<file path="src/hw/ssa_ctrl_pkg.sv">
/*
 Constants for the synchronous serial adapter control block.
 Assumes a single clock domain and a host-driven parallel register port.
*/
`default_nettype none
package ssa_ctrl_pkg;
    localparam int          DATA_W        = 8;
    localparam int          BIT_RX_RESET  = 0;
    localparam int          BIT_TX_RESET  = 1;
    localparam int          BIT_STRIP     = 2;
    localparam int          BIT_CLR_SYNC  = 3;
    localparam int          BIT_TX_IE     = 4;
    localparam int          BIT_RX_IE     = 5;
    localparam int          BIT_AC_LOW    = 6;
    localparam int          BIT_AC_HIGH   = 7;
    localparam logic [7:0]  PRIMARY_RESET = 8'h03;
    localparam logic [1:0]  AC_SECONDARY  = 2'h0;
    localparam logic [1:0]  AC_TERTIARY   = 2'h1;
    localparam logic [1:0]  AC_SYNC_CODE  = 2'h2;
    localparam logic [1:0]  AC_TX_FIFO    = 2'h3;
    localparam int          TERTIARY_W    = 4;
    localparam int          BIT_TWO_SYNC  = 1;
    localparam logic [7:0]  ALL_ONES      = 8'hff;
    localparam logic [7:0]  ZERO_BYTE     = 8'h00;
    localparam logic [3:0]  ZERO_NIBBLE   = 4'h0;
endpackage : ssa_ctrl_pkg
`default_nettype wire

</file>
<file path="src/hw/sync_serial_adapter_control.sv">
/*
 Control register, write decode, receive/transmit section resets, sync strip,
 interrupt request and a two-entry transmit buffer.
 Assumes synchronous inputs on clk; bus write strobe busWrite qualifies registerSelect/readWrite.
*/
// Notes on behaviour
// - Primary control written when select is zero
// - Receive reset clears receiver logic and flags
// - Receive reset forces shift register to ones
// - Transmit reset clears transmitter logic and flags
// - Transmit buffer accepts writes one clock later
// - Transmit reset inhibits available flag in sync modes
// - Strip-sync discards characters matching sync code
// - Synchronising characters never reach receive buffer
// - Clear-sync drops and blocks receiver synchronisation
// - Transmit enable and available drive interrupt
// - Receive enable and data available drive interrupt
// - Address bits choose the select-one write target
// - Secondary control written at address bits 00
// - Tertiary control written at address bits 01
// - Select picks primary or select-one target, read/write high blocks the write
`default_nettype none
module sync_serial_adapter_control
    import ssa_ctrl_pkg::*;
(
    input  wire logic              clk,
    input  wire logic              sys_rst,
    input  wire logic              resetInputN,
    input  wire logic              busWrite,
    input  wire logic              registerSelect,
    input  wire logic              readWrite,
    input  wire logic [DATA_W-1:0] busData,
    input  wire logic              rxCharValid,
    input  wire logic [DATA_W-1:0] rxChar,
    input  wire logic              rxSyncChar,
    input  wire logic              rxFifoReady,
    input  wire logic              txShiftReady,
    output logic                   txWordValid,
    output logic [DATA_W-1:0]      txWord,
    output logic                   rxFifoValid,
    output logic [DATA_W-1:0]      rxFifoData,
    output logic                   rxInSync,
    output logic [DATA_W-1:0]      rxShiftOut,
    output logic                   transmitRegAvailable,
    output logic                   irqStatus,
    output logic                   irqOutN,
    output logic [DATA_W-1:0]      secondaryControl,
    output logic [TERTIARY_W-1:0]  tertiaryControl,
    output logic [DATA_W-1:0]      syncCode
);
    ////////////////////////////////////////////////////////////////////////////
    // Register write decode
    logic [DATA_W-1:0]     primary_reg, primary_next;
    logic [DATA_W-1:0]     secondary_reg, secondary_next;
    logic [TERTIARY_W-1:0] tertiary_reg, tertiary_next;
    logic [DATA_W-1:0]     sync_reg, sync_next;
    logic                  wrPrimary, wrSelOne, wrTxFifo, hwReset;
    logic [1:0]            addrCtrl;
    logic                  rxReset, txReset, txResetDly_reg;

    assign hwReset  = sys_rst || !resetInputN;
    assign addrCtrl = {primary_reg[BIT_AC_HIGH], primary_reg[BIT_AC_LOW]};
    assign wrPrimary = busWrite && !registerSelect && !readWrite;
    assign wrSelOne  = busWrite && registerSelect && !readWrite;
    assign wrTxFifo  = wrSelOne && (addrCtrl == AC_TX_FIFO);
    assign rxReset = primary_reg[BIT_RX_RESET];
    assign txReset = primary_reg[BIT_TX_RESET];

    always_comb begin
        primary_next   = primary_reg;
        secondary_next = secondary_reg;
        tertiary_next  = tertiary_reg;
        sync_next      = sync_reg;
        if (wrPrimary) begin
            primary_next = busData;
        end
        if (wrSelOne) begin
            unique case (addrCtrl)
                AC_SECONDARY: secondary_next = busData;
                AC_TERTIARY:  tertiary_next  = busData[TERTIARY_W-1:0];
                AC_SYNC_CODE: sync_next      = busData;
                AC_TX_FIFO:   sync_next      = sync_reg;
            endcase
        end
    end

    always_ff @(posedge clk) begin
        if (hwReset) begin
            primary_reg    <= PRIMARY_RESET;
            secondary_reg  <= ZERO_BYTE;
            tertiary_reg   <= ZERO_NIBBLE;
            sync_reg       <= ZERO_BYTE;
            txResetDly_reg <= 1'b1;
        end else begin
            primary_reg    <= primary_next;
            secondary_reg  <= secondary_next;
            tertiary_reg   <= tertiary_next;
            sync_reg       <= sync_next;
            txResetDly_reg <= txReset;
        end
    end

    ////////////////////////////////////////////////////////////////////////////
    // Transmit buffer, two entries
    logic [DATA_W-1:0] txMem_reg [2];
    logic [DATA_W-1:0] txMem_next [2];
    logic [1:0]        txCount_reg, txCount_next;
    logic              txHead_reg, txHead_next;
    logic              txAccept, txPop, txAvail_next;

    assign txAccept = wrTxFifo && !txReset && !txResetDly_reg && (txCount_reg != 2'h2);
    assign txPop    = (txCount_reg != 2'h0) && txShiftReady && !txReset;

    always_comb begin
        txMem_next   = txMem_reg;
        txHead_next  = txHead_reg;
        txCount_next = txCount_reg;
        if (txReset) begin
            txHead_next  = 1'b0;
            txCount_next = 2'h0;
        end else begin
            if (txAccept) begin
                txMem_next[txHead_reg ^ txCount_reg[0]] = busData;
            end
            if (txPop) begin
                txHead_next = !txHead_reg;
            end
            txCount_next = 2'(txCount_reg + {1'b0, txAccept} - {1'b0, txPop});
        end
        txAvail_next = (txCount_next != 2'h2) && !txReset;
    end

    always_ff @(posedge clk) begin
        if (hwReset) begin
            txMem_reg[0] <= ZERO_BYTE;
            txMem_reg[1] <= ZERO_BYTE;
            txHead_reg   <= 1'b0;
            txCount_reg  <= 2'h0;
            transmitRegAvailable <= 1'b0;
        end else begin
            txMem_reg    <= txMem_next;
            txHead_reg   <= txHead_next;
            txCount_reg  <= txCount_next;
            transmitRegAvailable <= txAvail_next;
        end
    end

    ////////////////////////////////////////////////////////////////////////////
    // Receiver sync, strip and delivery
    logic              inSync_next, rxValid_next, stripIt;
    logic [DATA_W-1:0] rxData_next, rxShift_next;

    assign stripIt = rxSyncChar
                     || (primary_reg[BIT_STRIP] && rxChar == sync_reg);

    always_comb begin
        inSync_next  = rxInSync;
        rxValid_next = rxFifoValid;
        rxData_next  = rxFifoData;
        rxShift_next = rxChar;
        if (rxReset) begin
            inSync_next  = 1'b0;
            rxValid_next = 1'b0;
            rxShift_next = ALL_ONES;
        end else begin
            if (primary_reg[BIT_CLR_SYNC]) begin
                inSync_next = 1'b0;
            end else if (rxCharValid && rxSyncChar) begin
                inSync_next = 1'b1;
            end
            if (rxFifoValid && rxFifoReady) begin
                rxValid_next = 1'b0;
            end
            if (rxCharValid && inSync_next && rxInSync && !stripIt
                && (!rxFifoValid || rxFifoReady)) begin
                rxValid_next = 1'b1;
                rxData_next  = rxChar;
            end
        end
    end

    always_ff @(posedge clk) begin
        if (hwReset) begin
            rxInSync    <= 1'b0;
            rxFifoValid <= 1'b0;
            rxFifoData  <= ZERO_BYTE;
            rxShiftOut  <= ALL_ONES;
        end else begin
            rxInSync    <= inSync_next;
            rxFifoValid <= rxValid_next;
            rxFifoData  <= rxData_next;
            rxShiftOut  <= rxShift_next;
        end
    end

    ////////////////////////////////////////////////////////////////////////////
    // Interrupt request and registered outputs
    logic irq_next;
    assign irq_next = (primary_next[BIT_TX_IE] && txAvail_next)
                      || (primary_next[BIT_RX_IE] && rxValid_next);

    always_ff @(posedge clk) begin
        if (hwReset) begin
            irqStatus        <= 1'b0;
            irqOutN          <= 1'b1;
            txWordValid      <= 1'b0;
            txWord           <= ZERO_BYTE;
            secondaryControl <= ZERO_BYTE;
            tertiaryControl  <= ZERO_NIBBLE;
            syncCode         <= ZERO_BYTE;
        end else begin
            irqStatus        <= irq_next;
            irqOutN          <= !irq_next;
            txWordValid      <= (txCount_next != 2'h0);
            txWord           <= txMem_next[txHead_next];
            secondaryControl <= secondary_next;
            tertiaryControl  <= tertiary_next;
            syncCode         <= sync_next;
        end
    end
endmodule : sync_serial_adapter_control
`default_nettype wire

</file>
<file path="config.mk">
export PLATFORM = sky130hd
export DESIGN_NAME = sync_serial_adapter_control
export DESIGN_NICKNAME = d
export VERILOG_FILES = /design/src/hw/ssa_ctrl_pkg.sv /design/src/hw/sync_serial_adapter_control.sv
export SDC_FILE = /design/constraint.sdc
export NUM_CORES = 1
export LEC_CHECK = 0
export BUFFER_PORTS_ARGS = -buffer_cell sky130_fd_sc_hd__buf_2
export CORE_AREA = 5 5 88 82
export CTS_CLUSTER_DIAMETER = 60
export DETAILED_ROUTE_END_ITERATION = 7
export DIE_AREA = 0 0 93 87
export PLACE_DENSITY_LB_ADDON = 0.3
export SLEW_MARGIN = 0
export SYNTH_ARGS = -nofsm -noshare
export SYNTH_HDL_FRONTEND = slang
export SYNTH_SLANG_ARGS = --single-unit
</file>
<file path="constraint.sdc">
create_clock -name clk -period 4.5 [get_ports clk]
set_clock_uncertainty 0.05 [all_clocks]
set_input_delay 0 -clock clk [delete_from_list [all_inputs] [get_ports clk]]
set_output_delay 0 -clock clk [all_outputs]
set_load 0.01 [all_outputs]
</file>
==> results.toml, run 1 <==
[floorplanning]
die-height_um = 87
initial_utilization_pct = 44.80
rows = 28
die_area_mm2 = 0.008091
io_pins = 76
dieWidth_um = 93
core_mm2 = 0.006306

[detailed_routing]
ant_nets = 0
vias = 2195
avgViaCountPerCell = 4.955
routed_wl_mm = 6.409
firstDrtPassIters = 4
drc = 0
drt_first_iter_violations = 75
wire_per_inst_um = 14.47

[synth]
syn_nets = 294
ys.flop_type = "dfxtp_1"
ys.warnings.count = 0
yosysTopAreaCellShare_pct = 55.27
yosysTopAreaCell = "dfxtp_1"
synth-edff-count = 0
synth.area.top_cells = "dfxtp_1, mux2i_1, nor2_1"
syn_avg_cell_area_um2 = 10.62
async_reset_ff_share_pct = 0
yosysMostFrequentCell = "dfxtp_1"
netlist_instances = 266
seq_area_frac_synth_pct = 55.27
synth_seq_cells = 78
syn_area_mm2 = 0.002825
synth_common_cells = "dfxtp_1, nor2_1, mux2i_1"
yosysUniqueCellTypes = 32

[placed_design]
dp_hpwl_mm = 4.336
pre_cts_ws_ps = 2076
gp_congestion = 0.7619
numPortBuffers = 75

[pwr]
p_seq_share_pct = 54.1
switching_share_pct = 21.30
p_sw_uw = 273.1
finalPower_mw = 1.282
power_leakage_nw = 1.743
powerDensity_mw_per_mm2 = 350.1
p_int_mw = 1.009
p_clk_share_pct = 40.8
max-vdd-ir-drop_mv = 0.2052
p_comb_share_pct = 5.1

[cells_and_area]
syn_to_final_growth_pct = 29.63
num_antenna_cells = 0
nFillCells = 563
drive_gt1_share_pct = 26.09
fin_nets = 391
largest_reg_flops = 16

[timing]
rsz0062_at_grt = "no"
setup-violations-final = 0
min_period_ps = 2428
slew_headroom_pct = 34.55
max_freq_mhz = 411.8
fin_crit_sh_pct = 53.96
report.final.hold_viol_count = 0
finalSetupTns_ps = 0
slew_violations = 0
tightest_slew_ps = 976.4
setup_ws_ps = 2072

[setup_path]
cp-start-kind = "register"
path_max_fanout = 4
worstSetupPathType = "register to register"
startpoint = "primary_reg[6]"
ff2ff_path_depth = 10
crit_arrival_ps = 2590
timing.rr.end = "irqStatus"
cp-end-kind = "register"
r2r_start = "primary_reg[6]"
ff2ff_setup_slack_ps = 2070
worstPathRequired_ps = 4660

[cts]
htree_levels = 3
path_clk_slew_ps = 70
numCtsBuffers = 9
cts_sinks = 78
clk_path_buf_depth = 2
clk_latency_ps = 350
clockRootBuffer = "clkbuf_8"
cts_tree = "built"

[grt]
grt_pass1_wl_mm = 10.61
antenna_found_initial = 0
grt_overflow = 0
grt_start_max_net_pins = 64
grt.total_usage_pct = 17.08
grt_pass1_vias = 2261

[min_path]
hold_path.class = "input pin to register"
min_to = "rxFifoValid"
hold_path_depth = 4
holdCritStartpoint = "rxFifoReady"

[outcome]
status = "finished, final reports clean"

[flow_run]
drv_cap = 0
layout by cell type (no fill, tap or decap), drive strengths merged:
cell type,instances
nand2,5
clkinvlp,1
ha,2
o21ai,3
nand3,2
nor3,2
nor2,56
o22ai,8
nor3b,1
dfxtp,78
nor4b,1
a21oi,3
bufinv,1
nand4b,1
buf,77
o21a,1
clkinv,1
clkbuf,13
xnor2,3
o32a,1
nand2b,5
dlygate4sd3,21
or3,8
xor2,9
inv,6
mux2i,51
a41o,1
nor2b,2
nor4,3
nand3b,1
o32ai,1
worst max-delay path, stage by stage, from the launching register on:
cell      delay, ps
dfxtp_1         410
nand4b_2        170
nor4_4          330
inv_1            80
ha_1            290
inv_1            60
ha_1            150
xor2_1          190
xnor2_1         120
o21ai_0         320
o32ai_1         130
timing repair:
item,in CTS,in global routing
gates resized for setup,0,0
hold buffers,21,0
buffers inserted,0,0
endpoints found under the hold margin,63,0
metrics by stage:
step | instances | cell area (µm²) | util, % | hold WS (ps)
floorplan | 266 | 2825 | - | 52.27
global placement | 406 | 3251 | 51.55 | 183.1
detailed placement | 406 | 3251 | 51.55 | 185.9
CTS | 443 | 3662 | 58.08 | 56.33
global route | 443 | 3662 | 58.08 | 80.14
finish | 443 | 3662 | 58.08 | 55.13
per-layer routing:
layer / global-route usage, % / part of all wire (%)
met2: 29.63 / 48
met4: 5.992 / 1.1
met1: 19.55 / 44
met3: 6.050 / 7.0
met5: 0 / 0
cell type report:
type	count	area, µm²	area share, %
tap	75	93.84	2.562
clock buffer	13	158.9	4.339
timing repair buffer	98	600.6	16.40
clock inverter	3	42.54	1.162
sequential	78	1562	42.64
multi-input combinational	170	1182	32.29
inverter	6	22.52	0.6150
how the worst max path moves through the flow:
| stage | endpoint | cells past startpoint |
|---|---|---|
| 2_1_floorplan | irqOutN | 10 |
| 3_3_place_gp | irqStatus | 10 |
| 3_5_place_dp | irqStatus | 10 |
| 4_1_cts | irqStatus | 10 |
| 5_1_grt | irqStatus | 10 |
| 6_report | irqStatus | 10 |
power groups by stage:
| stage | Sequential [mW] | Clock [mW] | Combinational (mW) |
|---|---|---|---|
| after floorplan | 0.710 | 0 | 0.0236 |
| after global placement | 0.710 | 0 | 0.0517 |
| after CTS | 0.694 | 0.537 | 0.0658 |
| after detailed placement | 0.710 | 0 | 0.0520 |
| after global routing | 0.694 | 0.573 | 0.0715 |
| final | 0.694 | 0.523 | 0.0655 |
kinds of logic after synthesis:
logic type | after synthesis | synth area share, %
and+or+nand+nor | 87 | 14.97
adders and majority gates | 2 | 0.8856
DFF | 78 | 55.27
xor gates and xnor gates | 12 | 3.720
buffers and inverters | 18 | 2.967
muxes | 51 | 18.07
AOI/OAI and AO/OA | 18 | 4.119
(Power assumes the default switching activity.)
==> inputs of run 2 (changes only) <==
--- a/config.mk
+++ b/config.mk
@@ -5,11 +5,12 @@
 export SDC_FILE = /design/constraint.sdc
 export NUM_CORES = 1
 export LEC_CHECK = 0
+export ABC_AREA = 1
 export BUFFER_PORTS_ARGS = -buffer_cell sky130_fd_sc_hd__buf_2
-export CORE_AREA = 5 5 88 82
+export CORE_AREA = 5 5 93 87
 export CTS_CLUSTER_DIAMETER = 60
 export DETAILED_ROUTE_END_ITERATION = 7
-export DIE_AREA = 0 0 93 87
+export DIE_AREA = 0 0 98 92
 export PLACE_DENSITY_LB_ADDON = 0.3
 export SLEW_MARGIN = 0
 export SYNTH_ARGS = -nofsm -noshare
==> constraint.sdc (replaced) <==
create_clock -name clk -period 2.1 [get_ports clk]
set_clock_uncertainty 0.05 [all_clocks]
set_input_delay 0 -clock clk [delete_from_list [all_inputs] [get_ports clk]]
set_output_delay 0 -clock clk [all_outputs]
set_load 0.01 [all_outputs]
==> results.toml, run 2 <==
[synth]
ys.warnings.count = 0
syn_avg_cell_area_um2 = 7.050
syn_nets = 482
syn_area_mm2 = 0.003201
synth_common_cells = "nand2_1, dfxtp_1, nor2_1"
yosysTopAreaCell = "dfxtp_1"
synth-edff-count = 0
netlist_instances = 454
synth.area.top_cells = "dfxtp_1, nand2_1, nor2_1"
seq_area_frac_synth_pct = 48.79
yosysUniqueCellTypes = 24
async_reset_ff_share_pct = 0
ys.flop_type = "dfxtp_1"
yosysMostFrequentCell = "nand2_1"
synth_seq_cells = 78
yosysTopAreaCellShare_pct = 48.79

[min_path]
min_to = "primary_reg[6]"
holdCritStartpoint = "busWrite"
hold_path_depth = 3
hold_path.class = "input pin to register"

[pwr]
power_leakage_nw = 2.047
max-vdd-ir-drop_mv = 0.5342
p_seq_share_pct = 49.6
p_clk_share_pct = 45.3
p_sw_uw = 657.7
switching_share_pct = 21.90
finalPower_mw = 3.004
p_comb_share_pct = 5.1
p_int_mw = 2.346
powerDensity_mw_per_mm2 = 728.0

[placed_design]
gp_congestion = 0.8621
placed_cells = 617
dp_hpwl_mm = 5.551
pre_cts_ws_ps = 116.9
numPortBuffers = 75

[grt]
met3_usage_pct = 5.994
grt_busiest_layer = "met2"
met2_usage_pct = 29.20
grt_pass1_vias = 2877
grt_pass1_wl_mm = 13.12
antenna_found_initial = 0
gr-usage-met1_pct = 22.76
grt.total_usage_pct = 17.99
grt_start_max_net_pins = 47
grt_overflow = 0

[timing]
finalSetupTns_ps = 0
min_period_ps = 1948
fin_crit_sh_pct = 92.77
report.final.hold_viol_count = 0
slew_headroom_pct = 72.19
slew_violations = 0
max_freq_mhz = 513.3
rsz0062_at_grt = "no"
tightest_slew_ps = 417.2
setup_ws_ps = 151.7
setup-violations-final = 0

[detailed_routing]
firstDrtPassIters = 4
routed_wl_mm = 7.892
drc = 0
wire_per_inst_um = 12.09
drt_first_iter_violations = 123
vias = 3038
avgViaCountPerCell = 4.652
ant_nets = 0

[setup_path]
worstSetupPathType = "register to register"
startpoint = "txCount_reg[0]"
worstPathRequired_ps = 2300
ff2ff_setup_slack_ps = 150
timing.rr.end = "irqStatus"
cp-start-kind = "register"
ff2ff_path_depth = 14
r2r_start = "txCount_reg[0]"
path_max_fanout = 5
cp-end-kind = "register"
crit_arrival_ps = 2150

[cells_and_area]
fin_cells = 653
drive_gt1_share_pct = 20.18
layout_common_cells = "nand2_1, buf_2, dfxtp_1, nor2_1, inv_1"
largest_reg_flops = 16
fin_nets = 583
syn_to_final_growth_pct = 28.93
final_common_cell = "nand2_1"
utilization_pct = 59.54
num_antenna_cells = 0

[cts]
numCtsBuffers = 9
clk_path_buf_depth = 2
cts_tree = "built"
path_clk_slew_ps = 80
postCtsSetupRepairBufs = 0
htree_levels = 3
clk_latency_ps = 350
cts_sinks = 78
clockRootBuffer = "clkbuf_8"

[floorplanning]
core_mm2 = 0.006930
dieWidth_um = 98
initial_utilization_pct = 46.18
die_area_mm2 = 0.009016
rows = 29
die-height_um = 92
io_pins = 76

[flow_run]
drv_cap = 0

[outcome]
status = "finished, final reports clean"
-- run 2: logic make-up after synthesis --
logic type	synth area share (%)
flops	48.79
xor+xnor	0.8211
fa+ha+maj	0.7817
compound gates	12.24
buf+inv	10.32
simple gates	27.05
-- run 2: worst max path at each step --
stage	end	slack (ps)	depth (start not counted)
final	irqStatus	150	14
after global routing	irqStatus	2	14
after CTS	irqStatus	100	14
after detailed placement	irqStatus	120	14
after global placement	irqStatus	170	14
after floorplan	irqStatus	80	14
-- run 2: metrics by stage --
stage	hold slack, ps	area (µm²)
floorplan	54.87	3201
global placement	191.4	3676
global route	150.8	4126
detailed placement	190.7	3676
CTS	119.4	4120
finish	117.8	4126
-- run 2: metal layers --
| metal | share of wire [%] | vias up | wire [µm] |
|---|---|---|---|
| met3 | 6.8 | 12 | 535 |
| met1 | 45 | 1361 | 3549 |
| met4 | 1.2 | 0 | 94 |
| li1 | - | 1582 | - |
| met5 | 0 | - | 0 |
| met2 | 47 | 83 | 3711 |
-- run 2: power groups by stage --
stage	logic, mW	registers, mW	clock network (mW)
global placement	0.121	1.52	0
global route	0.169	1.49	1.45
finish	0.152	1.49	1.36
detailed placement	0.123	1.52	0
floorplan	0.0558	1.53	0
CTS	0.152	1.49	1.39
-- run 2: repair_timing --
action,in CTS,in global routing
resized for setup,0,4
hold endpoints to repair,44,0
endpoints found under the setup margin,0,2
hold buffers,20,0
-- run 2: layout make-up --
cell class	instances	area [µm²]
timing repair buffer	102	628.1
inverter	69	259.0
tap	93	116.4
clock buffer	9	123.9
fill	649	2804
sequential	78	1565
clock inverter	7	120.1
multi-input combinational	295	1314
-- run 2: critical path: stages (launching register included) --
cell and delay (ps):
dfxtp_2 370, inv_1 60, nand2_1 50, nand3_1 110, nor2_4 130, inv_1 60
ha_1 270, inv_1 40, ha_1 260, nand2_1 110, nand4_1 100, nand2_1 80
nor2_1 60, inv_1 60, nand2_1 40
